$ cat config.mk
export PLATFORM = sky130hd
export DESIGN_NAME = bwp_ctrl
export DESIGN_NICKNAME = d
export VERILOG_FILES = /design/src/hdl/bwp_pkg.sv /design/src/hdl/bwp_ctrl.sv /design/src/hdl/bwp_fan.sv
export SDC_FILE = /design/constraint.sdc
export NUM_CORES = 1
export LEC_CHECK = 0
export ABC_AREA = 1
export BUFFER_PORTS_ARGS = -buffer_cell sky130_fd_sc_hd__buf_2
export CAP_MARGIN = 20
export CORE_MARGIN = 2
export CORE_UTILIZATION = 55
export CTS_CLUSTER_DIAMETER = 80
export DETAILED_ROUTE_END_ITERATION = 6
export PLACE_DENSITY = 0.81
export SLEW_MARGIN = 5
export SYNTH_ARGS = -nofsm -noshare
export SYNTH_HDL_FRONTEND = slang
export SYNTH_HIERARCHICAL = 1
export SYNTH_SLANG_ARGS = --single-unit
$ cat constraint.sdc
create_clock -name clk_i -period 2.4 [get_ports clk_i]
set_input_delay 0.12 -clock clk_i [delete_from_list [all_inputs] [get_ports clk_i]]
set_output_delay 0.12 -clock clk_i [all_outputs]
set_load 0.005 [all_outputs]
$ cat src/hdl/bwp_pkg.sv
/*
  Package for the board wake and power-state controller: register map, field
  positions, reset values, state encodings and carrier structs.
  Assumes a 100 MHz standby clock and a single AHB-Lite slave port.
*/
package bwp_pkg;

  // ----------------------------------------------------------------------
  // Register offsets (byte addresses)
  // ----------------------------------------------------------------------
  localparam logic [7:0] OFS_CTRL    = 8'h00;
  localparam logic [7:0] OFS_STATE   = 8'h04;
  localparam logic [7:0] OFS_CMD     = 8'h08;
  localparam logic [7:0] OFS_IRQ_ST  = 8'h0c;
  localparam logic [7:0] OFS_IRQ_MSK = 8'h10;
  localparam logic [7:0] OFS_FAN0    = 8'h14;
  localparam logic [7:0] OFS_FAN1    = 8'h18;
  localparam logic [7:0] OFS_TACH0   = 8'h1c;
  localparam logic [7:0] OFS_TACH1   = 8'h20;

  // ----------------------------------------------------------------------
  // Control register fields
  // ----------------------------------------------------------------------
  localparam int CTRL_BUS_EVENT_WAKE_ENABLE = 0;
  localparam int CTRL_S5_LAN_PME_ENABLE     = 1;
  localparam int CTRL_MODEM_IRQ_UNMASK      = 2;
  localparam int CTRL_ALERT_MGMT_ENABLE     = 3;
  localparam int CTRL_DUAL_LED              = 4;
  localparam int CTRL_RESTORE_LSB           = 5;
  localparam logic [6:0] CTRL_RESET         = 7'h00;

  // Restore policy after AC loss.
  localparam logic [1:0] RESTORE_STAY_OFF = 2'h0;
  localparam logic [1:0] RESTORE_LAST     = 2'h1;
  localparam logic [1:0] RESTORE_POWER_ON = 2'h2;

  // Command register codes (write only, acted on once).
  localparam logic [2:0] CMD_NONE     = 3'h0;
  localparam logic [2:0] CMD_SLEEP_S1 = 3'h1;
  localparam logic [2:0] CMD_SLEEP_S3 = 3'h3;
  localparam logic [2:0] CMD_SLEEP_S4 = 3'h4;
  localparam logic [2:0] CMD_SOFT_OFF = 3'h5;

  // Interrupt status bit positions.
  localparam int IRQ_WAKE    = 0;
  localparam int IRQ_AC_BACK = 1;
  localparam int IRQ_OFF     = 2;
  localparam int IRQ_W       = 3;

  // Wake source bit positions.
  localparam int SRC_LAN   = 0;
  localparam int SRC_RING  = 1;
  localparam int SRC_USB   = 2;
  localparam int SRC_PS2   = 3;
  localparam int SRC_PME   = 4;
  localparam int SRC_PCIE  = 5;
  localparam int SRC_PING  = 6;
  localparam int SRC_W     = 7;

  // Fan control fields.
  localparam int FAN_MODE_LSB = 16;
  localparam logic [1:0] FAN_AUTO     = 2'h0;
  localparam logic [1:0] FAN_FULL_ON  = 2'h1;
  localparam logic [1:0] FAN_FULL_OFF = 2'h2;
  localparam logic [17:0] FAN_RESET   = 18'h00080;

  // Tachometer measurement window.
  localparam int TACH_WIN_US     = 1000;
  localparam int CLK_MHZ         = 100;
  localparam int TACH_WIN_CYCLES = TACH_WIN_US * CLK_MHZ;

  // ----------------------------------------------------------------------
  // Power states
  // ----------------------------------------------------------------------
  typedef enum logic [4:0] {
    ST_S0 = 5'b00001,
    ST_S1 = 5'b00010,
    ST_S3 = 5'b00100,
    ST_S4 = 5'b01000,
    ST_S5 = 5'b10000
  } bwp_state_e;

  typedef struct packed {
    logic main_rails_on;
    logic led_green;
    logic led_amber;
  } bwp_power_s;

endpackage : bwp_pkg

$ cat src/hdl/bwp_ctrl.sv
/*
  Board wake and power-state controller: tracks S0/S1/S3/S4/S5, drives the
  main rails, LED and fans, restores state after AC loss and gates wake
  sources per state. Registers are reached over AHB-Lite.
  Assumes all wake, tach and AC inputs come from pins of other domains.
*/
// Behaviour
// - Fans enabled while in S0 or S1.
// - Fans disabled when off or in S3, S4 or S5.
// - Each fan has tachometer input, closed-loop speed, forced on or off.
// - After AC returns, restore prior on/off state per restore policy.
// - Soft-off command drops non-standby rails, standby stays.
// - Network wake frame detection raises a wake that powers up.
// - Modem ring wakes from S1 or S3 only while modem interrupt unmasked.
// - USB activity wakes only from S1 or S3.
// - PS/2 activity wakes only from S1 or S3.
// - Bus PME wakes from S1, S3, S4, S5 when its enable is set.
// - PCI Express wake wakes from S1, S3, S4, S5 without enable.
// - In S3 main supply off; LED amber if dual colour, else dark.
// - Permitted wake in S3 returns promptly to working state.
// - No S3 wake from echo-request ping while alert management enabled.
// - S5 wake by network frame or PME only when option enabled.
`timescale 1ns/1ps
module bwp_ctrl #(
  parameter int NFAN       = 2,
  parameter int WIN_CYCLES = bwp_pkg::TACH_WIN_CYCLES
) (
  input  wire logic                    clk_i,
  input  wire logic                    rst_n_i,
  input  wire logic                    clk_en_i,
  input  wire logic                    hsel_i,
  input  wire logic [31:0]             haddr_i,
  input  wire logic [1:0]              htrans_i,
  input  wire logic                    hwrite_i,
  input  wire logic [2:0]              hsize_i,
  input  wire logic [31:0]             hwdata_i,
  input  wire logic                    hready_i,
  output logic [31:0]                  hrdata_o,
  output logic                         hreadyout_o,
  output logic                         hresp_o,
  input  wire logic                    ac_ok_i,
  input  wire logic [bwp_pkg::SRC_W-1:0] wake_i,
  input  wire logic [NFAN-1:0]         tach_i,
  output logic [NFAN-1:0]              fan_pwm_o,
  output logic                         main_rails_on_o,
  output logic                         led_green_o,
  output logic                         led_amber_o,
  output logic                         irq_o
);

  // ----------------------------------------------------------------------
  // Input synchronisers
  // ----------------------------------------------------------------------
  localparam int SW = bwp_pkg::SRC_W + NFAN + 1;
  logic [SW-1:0] s1_q;
  logic [SW-1:0] s2_q;
  always_ff @(posedge clk_i or negedge rst_n_i) begin
    if (!rst_n_i) begin
      s1_q <= '0;
      s2_q <= '0;
    end else if (clk_en_i) begin
      s1_q <= {ac_ok_i, tach_i, wake_i};
      s2_q <= s1_q;
    end
  end

  logic [bwp_pkg::SRC_W-1:0] src;
  logic [NFAN-1:0]           tach_s;
  logic                      ac_s;
  logic                      ac_q;
  assign src    = s2_q[bwp_pkg::SRC_W-1:0];
  assign tach_s = s2_q[bwp_pkg::SRC_W +: NFAN];
  assign ac_s   = s2_q[SW-1];

  // ----------------------------------------------------------------------
  // AHB-Lite slave
  // ----------------------------------------------------------------------
  logic        dph_q;
  logic        dwr_q;
  logic [7:0]  dad_q;
  logic        take;
  assign take        = hsel_i && hready_i && htrans_i[1];
  assign hreadyout_o = 1'b1;
  assign hresp_o     = 1'b0;

  always_ff @(posedge clk_i or negedge rst_n_i) begin
    if (!rst_n_i) begin
      dph_q <= 1'b0;
      dwr_q <= 1'b0;
      dad_q <= 8'h0;
    end else if (clk_en_i) begin
      dph_q <= take;
      dwr_q <= take && hwrite_i;
      dad_q <= {haddr_i[7:2], 2'b00};
    end
  end

  function automatic logic wr_hit(input logic w, input logic [7:0] a, input logic [7:0] o);
    return w && (a == o);
  endfunction : wr_hit

  // ----------------------------------------------------------------------
  // Control registers
  // ----------------------------------------------------------------------
  logic [6:0]  ctrl_q;
  logic [2:0]  msk_q;
  logic [17:0] fan_cfg_q [NFAN];
  logic [2:0]  cmd;

  assign cmd = wr_hit(dwr_q, dad_q, bwp_pkg::OFS_CMD) ? hwdata_i[2:0] : bwp_pkg::CMD_NONE;

  always_ff @(posedge clk_i or negedge rst_n_i) begin
    if (!rst_n_i) begin
      ctrl_q <= bwp_pkg::CTRL_RESET;
      msk_q  <= '0;
    end else if (clk_en_i) begin
      if (wr_hit(dwr_q, dad_q, bwp_pkg::OFS_CTRL)) begin
        ctrl_q <= hwdata_i[6:0];
      end
      if (wr_hit(dwr_q, dad_q, bwp_pkg::OFS_IRQ_MSK)) begin
        msk_q <= hwdata_i[2:0];
      end
    end
  end

  logic [15:0] tach_cnt [NFAN];

  // ----------------------------------------------------------------------
  // Fan channels
  // ----------------------------------------------------------------------
  logic fan_allow;
  genvar gi;
  generate
    for (gi = 0; gi < NFAN; gi++) begin : g_fan
      always_ff @(posedge clk_i or negedge rst_n_i) begin
        if (!rst_n_i) begin
          fan_cfg_q[gi] <= bwp_pkg::FAN_RESET;
        end else if (clk_en_i && wr_hit(dwr_q, dad_q, 8'(bwp_pkg::OFS_FAN0 + 4 * gi))) begin
          fan_cfg_q[gi] <= hwdata_i[17:0];
        end
      end
      bwp_fan #(
        .WIN_CYCLES (WIN_CYCLES)
      ) u_fan (
        .clk_i    (clk_i),
        .rst_n_i  (rst_n_i),
        .en_i     (clk_en_i),
        .allow_i  (fan_allow),
        .mode_i   (fan_cfg_q[gi][bwp_pkg::FAN_MODE_LSB +: 2]),
        .target_i (fan_cfg_q[gi][7:0]),
        .tach_i   (tach_s[gi]),
        .pwm_o    (fan_pwm_o[gi]),
        .count_o  (tach_cnt[gi])
      );
    end
  endgenerate

  // ----------------------------------------------------------------------
  // Wake gating
  // ----------------------------------------------------------------------
  bwp_pkg::bwp_state_e st_q;
  bwp_pkg::bwp_state_e st_d;
  logic                last_on_q;
  logic                wake;
  logic                s13;
  logic                s45;

  assign s13 = (st_q == bwp_pkg::ST_S1) || (st_q == bwp_pkg::ST_S3);
  assign s45 = (st_q == bwp_pkg::ST_S4) || (st_q == bwp_pkg::ST_S5);

  function automatic logic lan_pme_ok(input bwp_pkg::bwp_state_e s, input logic s5en);
    return (s != bwp_pkg::ST_S0) && (s != bwp_pkg::ST_S5 || s5en);
  endfunction : lan_pme_ok

  always_comb begin
    wake = 1'b0;
    if (src[bwp_pkg::SRC_LAN] && lan_pme_ok(st_q, ctrl_q[bwp_pkg::CTRL_S5_LAN_PME_ENABLE])) begin
      wake = 1'b1;
    end
    if (src[bwp_pkg::SRC_RING] && s13 && ctrl_q[bwp_pkg::CTRL_MODEM_IRQ_UNMASK]) begin
      wake = 1'b1;
    end
    if ((src[bwp_pkg::SRC_USB] || src[bwp_pkg::SRC_PS2]) && s13) begin
      wake = 1'b1;
    end
    if (src[bwp_pkg::SRC_PME] && ctrl_q[bwp_pkg::CTRL_BUS_EVENT_WAKE_ENABLE]
        && lan_pme_ok(st_q, ctrl_q[bwp_pkg::CTRL_S5_LAN_PME_ENABLE])) begin
      wake = 1'b1;
    end
    if (src[bwp_pkg::SRC_PCIE] && (s13 || s45)) begin
      wake = 1'b1;
    end
    if (src[bwp_pkg::SRC_PING] && !ctrl_q[bwp_pkg::CTRL_ALERT_MGMT_ENABLE]
        && lan_pme_ok(st_q, ctrl_q[bwp_pkg::CTRL_S5_LAN_PME_ENABLE])) begin
      wake = 1'b1;
    end
  end

  // ----------------------------------------------------------------------
  // Power state machine
  // ----------------------------------------------------------------------
  logic ac_rise;
  assign ac_rise = ac_s && !ac_q;

  always_comb begin
    st_d = st_q;
    case (st_q)
      bwp_pkg::ST_S0: begin
        case (cmd)
          bwp_pkg::CMD_SLEEP_S1: st_d = bwp_pkg::ST_S1;
          bwp_pkg::CMD_SLEEP_S3: st_d = bwp_pkg::ST_S3;
          bwp_pkg::CMD_SLEEP_S4: st_d = bwp_pkg::ST_S4;
          bwp_pkg::CMD_SOFT_OFF: st_d = bwp_pkg::ST_S5;
          default:               st_d = bwp_pkg::ST_S0;
        endcase
      end
      bwp_pkg::ST_S1, bwp_pkg::ST_S3, bwp_pkg::ST_S4, bwp_pkg::ST_S5: begin
        if (wake) begin
          st_d = bwp_pkg::ST_S0;
        end else if (cmd == bwp_pkg::CMD_SOFT_OFF) begin
          st_d = bwp_pkg::ST_S5;
        end
      end
      default: st_d = bwp_pkg::ST_S5;
    endcase
    if (!ac_s) begin
      st_d = bwp_pkg::ST_S5;
    end else if (ac_rise) begin
      case (ctrl_q[bwp_pkg::CTRL_RESTORE_LSB +: 2])
        bwp_pkg::RESTORE_LAST:     st_d = last_on_q ? bwp_pkg::ST_S0 : bwp_pkg::ST_S5;
        bwp_pkg::RESTORE_POWER_ON: st_d = bwp_pkg::ST_S0;
        default:                   st_d = bwp_pkg::ST_S5;
      endcase
    end
  end

  always_ff @(posedge clk_i or negedge rst_n_i) begin
    if (!rst_n_i) begin
      st_q      <= bwp_pkg::ST_S5;
      ac_q      <= 1'b0;
      last_on_q <= 1'b0;
    end else if (clk_en_i) begin
      st_q <= st_d;
      ac_q <= ac_s;
      if (ac_s) begin
        last_on_q <= (st_q != bwp_pkg::ST_S5);
      end
    end
  end

  assign fan_allow = (st_q == bwp_pkg::ST_S0) || (st_q == bwp_pkg::ST_S1);

  bwp_pkg::bwp_power_s pwr_q;
  always_ff @(posedge clk_i or negedge rst_n_i) begin
    if (!rst_n_i) begin
      pwr_q <= '0;
    end else if (clk_en_i) begin
      pwr_q.main_rails_on <= (st_d == bwp_pkg::ST_S0) || (st_d == bwp_pkg::ST_S1);
      pwr_q.led_green     <= (st_d == bwp_pkg::ST_S0);
      pwr_q.led_amber     <= (st_d == bwp_pkg::ST_S3) && ctrl_q[bwp_pkg::CTRL_DUAL_LED];
    end
  end
  assign main_rails_on_o = pwr_q.main_rails_on;
  assign led_green_o     = pwr_q.led_green;
  assign led_amber_o     = pwr_q.led_amber;

  // ----------------------------------------------------------------------
  // Interrupts and read data
  // ----------------------------------------------------------------------
  logic [bwp_pkg::IRQ_W-1:0] ist_q;
  logic [bwp_pkg::IRQ_W-1:0] ev;
  logic [bwp_pkg::IRQ_W-1:0] clr;
  assign ev[bwp_pkg::IRQ_WAKE]    = (st_q != bwp_pkg::ST_S0) && (st_d == bwp_pkg::ST_S0) && !ac_rise;
  assign ev[bwp_pkg::IRQ_AC_BACK] = ac_rise;
  assign ev[bwp_pkg::IRQ_OFF]     = (st_q != bwp_pkg::ST_S5) && (st_d == bwp_pkg::ST_S5);
  assign clr = wr_hit(dwr_q, dad_q, bwp_pkg::OFS_IRQ_ST) ? hwdata_i[2:0] : '0;

  always_ff @(posedge clk_i or negedge rst_n_i) begin
    if (!rst_n_i) begin
      ist_q <= '0;
    end else if (clk_en_i) begin
      ist_q <= (ist_q & ~clr) | ev;
    end
  end
  assign irq_o = |(ist_q & msk_q);

  always_comb begin
    hrdata_o = 32'h0;
    if (dph_q && !dwr_q) begin
      case (dad_q)
        bwp_pkg::OFS_CTRL:    hrdata_o = {25'h0, ctrl_q};
        bwp_pkg::OFS_STATE:   hrdata_o = {26'h0, last_on_q, st_q};
        bwp_pkg::OFS_IRQ_ST:  hrdata_o = {29'h0, ist_q};
        bwp_pkg::OFS_IRQ_MSK: hrdata_o = {29'h0, msk_q};
        bwp_pkg::OFS_FAN0:    hrdata_o = {14'h0, fan_cfg_q[0]};
        bwp_pkg::OFS_FAN1:    hrdata_o = {14'h0, fan_cfg_q[NFAN-1]};
        bwp_pkg::OFS_TACH0:   hrdata_o = {16'h0, tach_cnt[0]};
        bwp_pkg::OFS_TACH1:   hrdata_o = {16'h0, tach_cnt[NFAN-1]};
        default:              hrdata_o = 32'h0;
      endcase
    end
  end
endmodule : bwp_ctrl

$ cat src/hdl/bwp_fan.sv
/*
  One fan channel: PWM drive with closed-loop duty trim from a tachometer
  count, plus forced full-on and full-off modes.
  Assumes tach_i is already synchronised to clk_i.
*/
`timescale 1ns/1ps
module bwp_fan #(
  parameter int WIN_CYCLES = bwp_pkg::TACH_WIN_CYCLES
) (
  input  wire logic        clk_i,
  input  wire logic        rst_n_i,
  input  wire logic        en_i,
  input  wire logic        allow_i,
  input  wire logic [1:0]  mode_i,
  input  wire logic [7:0]  target_i,
  input  wire logic        tach_i,
  output logic             pwm_o,
  output logic [15:0]      count_o
);

  logic [31:0] win_q;
  logic [15:0] pulses_q;
  logic [7:0]  duty_q;
  logic [7:0]  ph_q;
  logic        tach_q;

  always_ff @(posedge clk_i or negedge rst_n_i) begin
    if (!rst_n_i) begin
      win_q    <= 32'h0;
      pulses_q <= 16'h0;
      count_o  <= 16'h0;
      tach_q   <= 1'b0;
    end else if (en_i) begin
      tach_q <= tach_i;
      if (win_q == 32'(WIN_CYCLES - 1)) begin
        win_q    <= 32'h0;
        count_o  <= pulses_q;
        pulses_q <= 16'h0;
      end else begin
        win_q <= win_q + 32'h1;
        if (tach_i && !tach_q) begin
          pulses_q <= pulses_q + 16'h1;
        end
      end
    end
  end

  // Closed loop: duty steps toward the target pulse count each window.
  always_ff @(posedge clk_i or negedge rst_n_i) begin
    if (!rst_n_i) begin
      duty_q <= 8'h80;
    end else if (en_i && win_q == 32'(WIN_CYCLES - 1)) begin
      if (pulses_q < {8'h0, target_i} && duty_q != 8'hff) begin
        duty_q <= duty_q + 8'h1;
      end else if (pulses_q > {8'h0, target_i} && duty_q != 8'h00) begin
        duty_q <= duty_q - 8'h1;
      end
    end
  end

  always_ff @(posedge clk_i or negedge rst_n_i) begin
    if (!rst_n_i) begin
      ph_q  <= 8'h0;
      pwm_o <= 1'b0;
    end else if (en_i) begin
      ph_q <= ph_q + 8'h1;
      if (!allow_i || mode_i == bwp_pkg::FAN_FULL_OFF) begin
        pwm_o <= 1'b0;
      end else if (mode_i == bwp_pkg::FAN_FULL_ON) begin
        pwm_o <= 1'b1;
      end else begin
        pwm_o <= (ph_q < duty_q);
      end
    end
  end

endmodule : bwp_fan

==> impl_summary.log <==
INFO  metric cts_sinks = 251
INFO  metric synth_compound_gate_area_share = 10.4%
INFO  metric ys_seq_area_share = 43.8%
INFO  metric synth_edf_count = 0
INFO  metric placement.io_buffers = 64
INFO  metric max-slew-margin-rel = 59.5%
INFO  metric ys_seq_elements = 251
INFO  metric antenna_found_initial = 0
INFO  metric yosys-mux-area-fraction = 0%
INFO  metric layout.cells.most_common_list = sky130_fd_sc_hd__nand2_1, sky130_fd_sc_hd__dfrtp_1, sky130_fd_sc_hd__inv_1
INFO  metric required = 2.89 ns
INFO  metric cts_htree_levels = 1
INFO  metric failing_checks = design-rule violations, negative setup slack
INFO  metric grt_first_pass_wirelength = 62,400 µm
INFO  metric detailed_place_hpwl = 26,300 µm
INFO  metric detail_route.iter0.violations = 1,152
INFO  metric synth_xor_area_share = 4.27%
INFO  metric die_w = 166 µm
INFO  metric max_cap_violations = 0
INFO  metric ir_worst_vdd = 0.638 mV
INFO  metric p_leak = 0.00845 µW
INFO  metric clock.fmax = 398 MHz
INFO  metric area_growth_syn_to_layout = 22.4%
INFO  metric preCtsSetupSlack = -0.144 ns
INFO  metric clock_insertion_delay_worst_skew = 0.55 ns
INFO  metric die_area = 27,400 µm²
INFO  metric endpoints_failing_hold = 0
INFO  metric final.min_clock_period = 2.51 ns
INFO  metric synth.lib_cells_used.distinct = 48
INFO  metric synth_warnings = 6
INFO  metric path_clk_slew = 0.06 ns
INFO  metric initial_core_util = 55.5%
INFO  metric globalplace.congestion = 0.970
INFO  metric switching_share = 33.1%
INFO  metric finalSetupTns = -0.527 ns
INFO  metric yosys.area.top_type_share = 42.9%
INFO  metric synth_top_family_by_area = simple AND/OR/NAND/NOR gates
INFO  metric first_pass_iters = 7
INFO  metric overflow = 0
INFO  metric die_y = 166 µm
INFO  metric syn-instance-count = 1,855
INFO  metric final_layout_size_suffix_gt1_share = 18.3%
INFO  metric total_power = 12,700 µW
INFO  metric coreArea = 25,800 µm²
INFO  metric p_int = 8520 µW
INFO  metric mappedNetlistArea = 14,300 µm²
INFO  metric grt_max_degree = 65
INFO  metric wire_per_inst = 16.3 µm
INFO  metric ws_path_type = flop to flop
INFO  metric cp.arrival = 3.00 ns
INFO  metric final_report_setup_violation_count = 14
INFO  metric maxSlewViolCount = 0
INFO  metric number_of_buffers_on_the_longest_clock_path = 3
INFO  metric critPathMaxFanout = 8
INFO  metric min_path_type = input port to flop
INFO  metric startpoint_type = flop
INFO  metric outcome = finished, violations left
INFO  metric grt.total_usage = 28.1%
INFO  metric ant_nets = 0
INFO  metric post_synth.cell_area_avg = 7.73 µm²
INFO  metric skew = 0.00919 ns
INFO  metric timing.hold.ws = 0.0502 ns
INFO  metric final_common_cell = sky130_fd_sc_hd__nand2_1
INFO  metric power_density = 725 nW/µm²
INFO  metric power.share.combinational = 23.4%
INFO  metric netlist_top_cells_area = sky130_fd_sc_hd__dfrtp_1, sky130_fd_sc_hd__nand2_1, sky130_fd_sc_hd__inv_1
INFO  metric p_seq_share = 41.8%
INFO  metric number_of_buffers_created_by_cts = 29
INFO  metric final.period_utilization = 105%
INFO  metric cell_at_the_root_of_the_clock_tree = sky130_fd_sc_hd__clkbuf_16
INFO  metric unrepaired_setup_endpoints_after_global_routing = true
INFO  metric adder_cell_area_share_of_the_yosys_netlist = 4.64%
INFO  metric synthDominantAreaCellType = sky130_fd_sc_hd__dfrtp_1
INFO  metric placementRows = 59
INFO  metric synthArstFlopShare = 100%
INFO  metric vias = 13,317
INFO  metric netSwitchingPower = 4220 µW
INFO  metric first_global_vias = 13,130
INFO  metric wirelength = 39,100 µm
INFO  metric worst-slew-pin-transition = 0.606 ns
INFO  metric drc_errors = 2
INFO  metric synthSimpleGateAreaFrac = 27.9%
INFO  metric cts_tree = built
INFO  metric yosys_most_used_dff = sky130_fd_sc_hd__dfrtp_1
INFO  metric ioPinCount = 125
INFO  metric setup_slack = -0.114 ns
INFO  metric diodes = 0
INFO  metric avgViaCountPerCell = 5.56
INFO  metric timing.critical_path.to_type = flop
INFO  metric share_clk_of_total_power = 34.8%
INFO  metric final_nets = 2,177
path summary, 6_finish.rpt:
path / from / to / slack (ns) / depth (start not counted)
hold / removal: hwdata_i[1] / msk_q[1]$_DFFE_PN0P_ / 0.05 / 3
hold reg to reg: s1_q[2]$_DFFE_PN0P_ / s1_q[2]$_DFFE_PN0P_ / 0.47 / 2
min in group asynchronous: rst_n_i / g_fan[1].u_fan/win_q[18]$_DFFE_PN0P_ / 0.11 / 2
setup reg to reg: fan_cfg_q[23]$_DFFE_PN0P_ / g_fan[0].u_fan/duty_q[6]$_DFFE_PN0P_ / -0.11 / 15
max in group asynchronous: rst_n_i / s1_q[7]$_DFFE_PN0P_ / 1.45 / 3
setup / recovery: fan_cfg_q[23]$_DFFE_PN0P_ / g_fan[0].u_fan/duty_q[6]$_DFFE_PN0P_ / -0.11 / 15
through the flow:
stage	utilization (%)	area, µm²	instances
floorplan	-	14600	1869
global placement	59.8	15400	2267
detailed placement	59.8	15400	2267
CTS	65.9	17000	2371
global route	68.0	17600	2397
finish	68.0	17600	2397
routing by layer:
layer	global-route usage, %	part of all wire (%)	up-vias
met1	35.7	41	6267
li1	-	-	6334
met4	11.0	4.2	0
met5	0	0	-
met2	48.8	49	575
met3	3.82	6.7	141
power groups by stage:
stage	Clock, µW	Sequential [µW]	Combinational [µW]
after floorplan	0	5270	1840
after global placement	0	5340	2520
after detailed placement	0	5370	2630
after CTS	4490	5310	2820
after global routing	4670	5400	3380
final	4430	5330	2980
cell families (layout without fill, tap and decap cells):
family | Yosys count | after routing
simple gates | 901 | 901
buf+inv | 311 | 504
compound gates | 268 | 268
flops | 251 | 251
xor+xnor | 70 | 70
fa+ha+maj | 52 | 52
other cells | 2 | 16
synth_stat cells, drive strengths merged (2+ instances only):
cell	count
a21oi	64
dfrtp	246
nand3	102
nor2	177
o31ai	2
conb	2
dfstp	5
a211oi	2
inv	254
a31oi	3
xor2	56
a221oi	15
o21a	2
ha	50
nand2	513
nor4	5
a21boi	2
nor3	39
xnor2	14
nand4	64
clkbuf	16
o21ai	166
clkinv	5
fa	2
a22oi	4
a21o	2
buf	36
o211ai	4
area by class of cell:
type | instances | area [µm²]
Clock buffer | 36 | 772
Clock inverter | 17 | 176
Fill cell | 1995 | 8280
Inverter | 259 | 998
Multi-Input combinational cell | 1307 | 7420
Sequential cell | 251 | 6290
Tap cell | 335 | 419
Timing Repair Buffer | 189 | 1470
Timing Repair inverter | 3 | 17.5
critical path, stage by stage, from the launching register on:
cell and delay, ns:
sky130_fd_sc_hd__dfrtp_1 0.39, sky130_fd_sc_hd__inv_1 0.06, sky130_fd_sc_hd__ha_1 0.31, sky130_fd_sc_hd__nand2_1 0.09, sky130_fd_sc_hd__nand2_1 0.07, sky130_fd_sc_hd__nand2_2 0.07, sky130_fd_sc_hd__nand2_2 0.07, sky130_fd_sc_hd__nor2_4 0.12
sky130_fd_sc_hd__nand3_4 0.23, sky130_fd_sc_hd__ha_4 0.39, sky130_fd_sc_hd__buf_6 0.11, sky130_fd_sc_hd__nand4_1 0.10, sky130_fd_sc_hd__nand3_1 0.11, sky130_fd_sc_hd__xor2_1 0.18, sky130_fd_sc_hd__nand2_1 0.09, sky130_fd_sc_hd__nand2_1 0.07
repair_timing:
item | CTS | global route
setup endpoints to repair | 25 | 29
resized for setup | 45 | 87
gates cloned | 1 | 2
hold buffers | 37 | 0
setup buffers | 13 | 24
pin swaps | 41 | 54
hold endpoints to repair | 157 | 0
registers in the layout (all words and copies together) (netlist names), 3 cells and up:
name,count
s2_q,10
g_fan.u_fan/duty_q,16
g_fan.u_fan/ph_q,16
g_fan.u_fan/count_o,32
st_q,5
g_fan.u_fan/pulses_q,32
g_fan.u_fan/win_q,64
ist_q,3
fan_cfg_q,36
msk_q,3
ctrl_q,7
s1_q,10
dad_q,6
(Power assumes the default switching activity.)
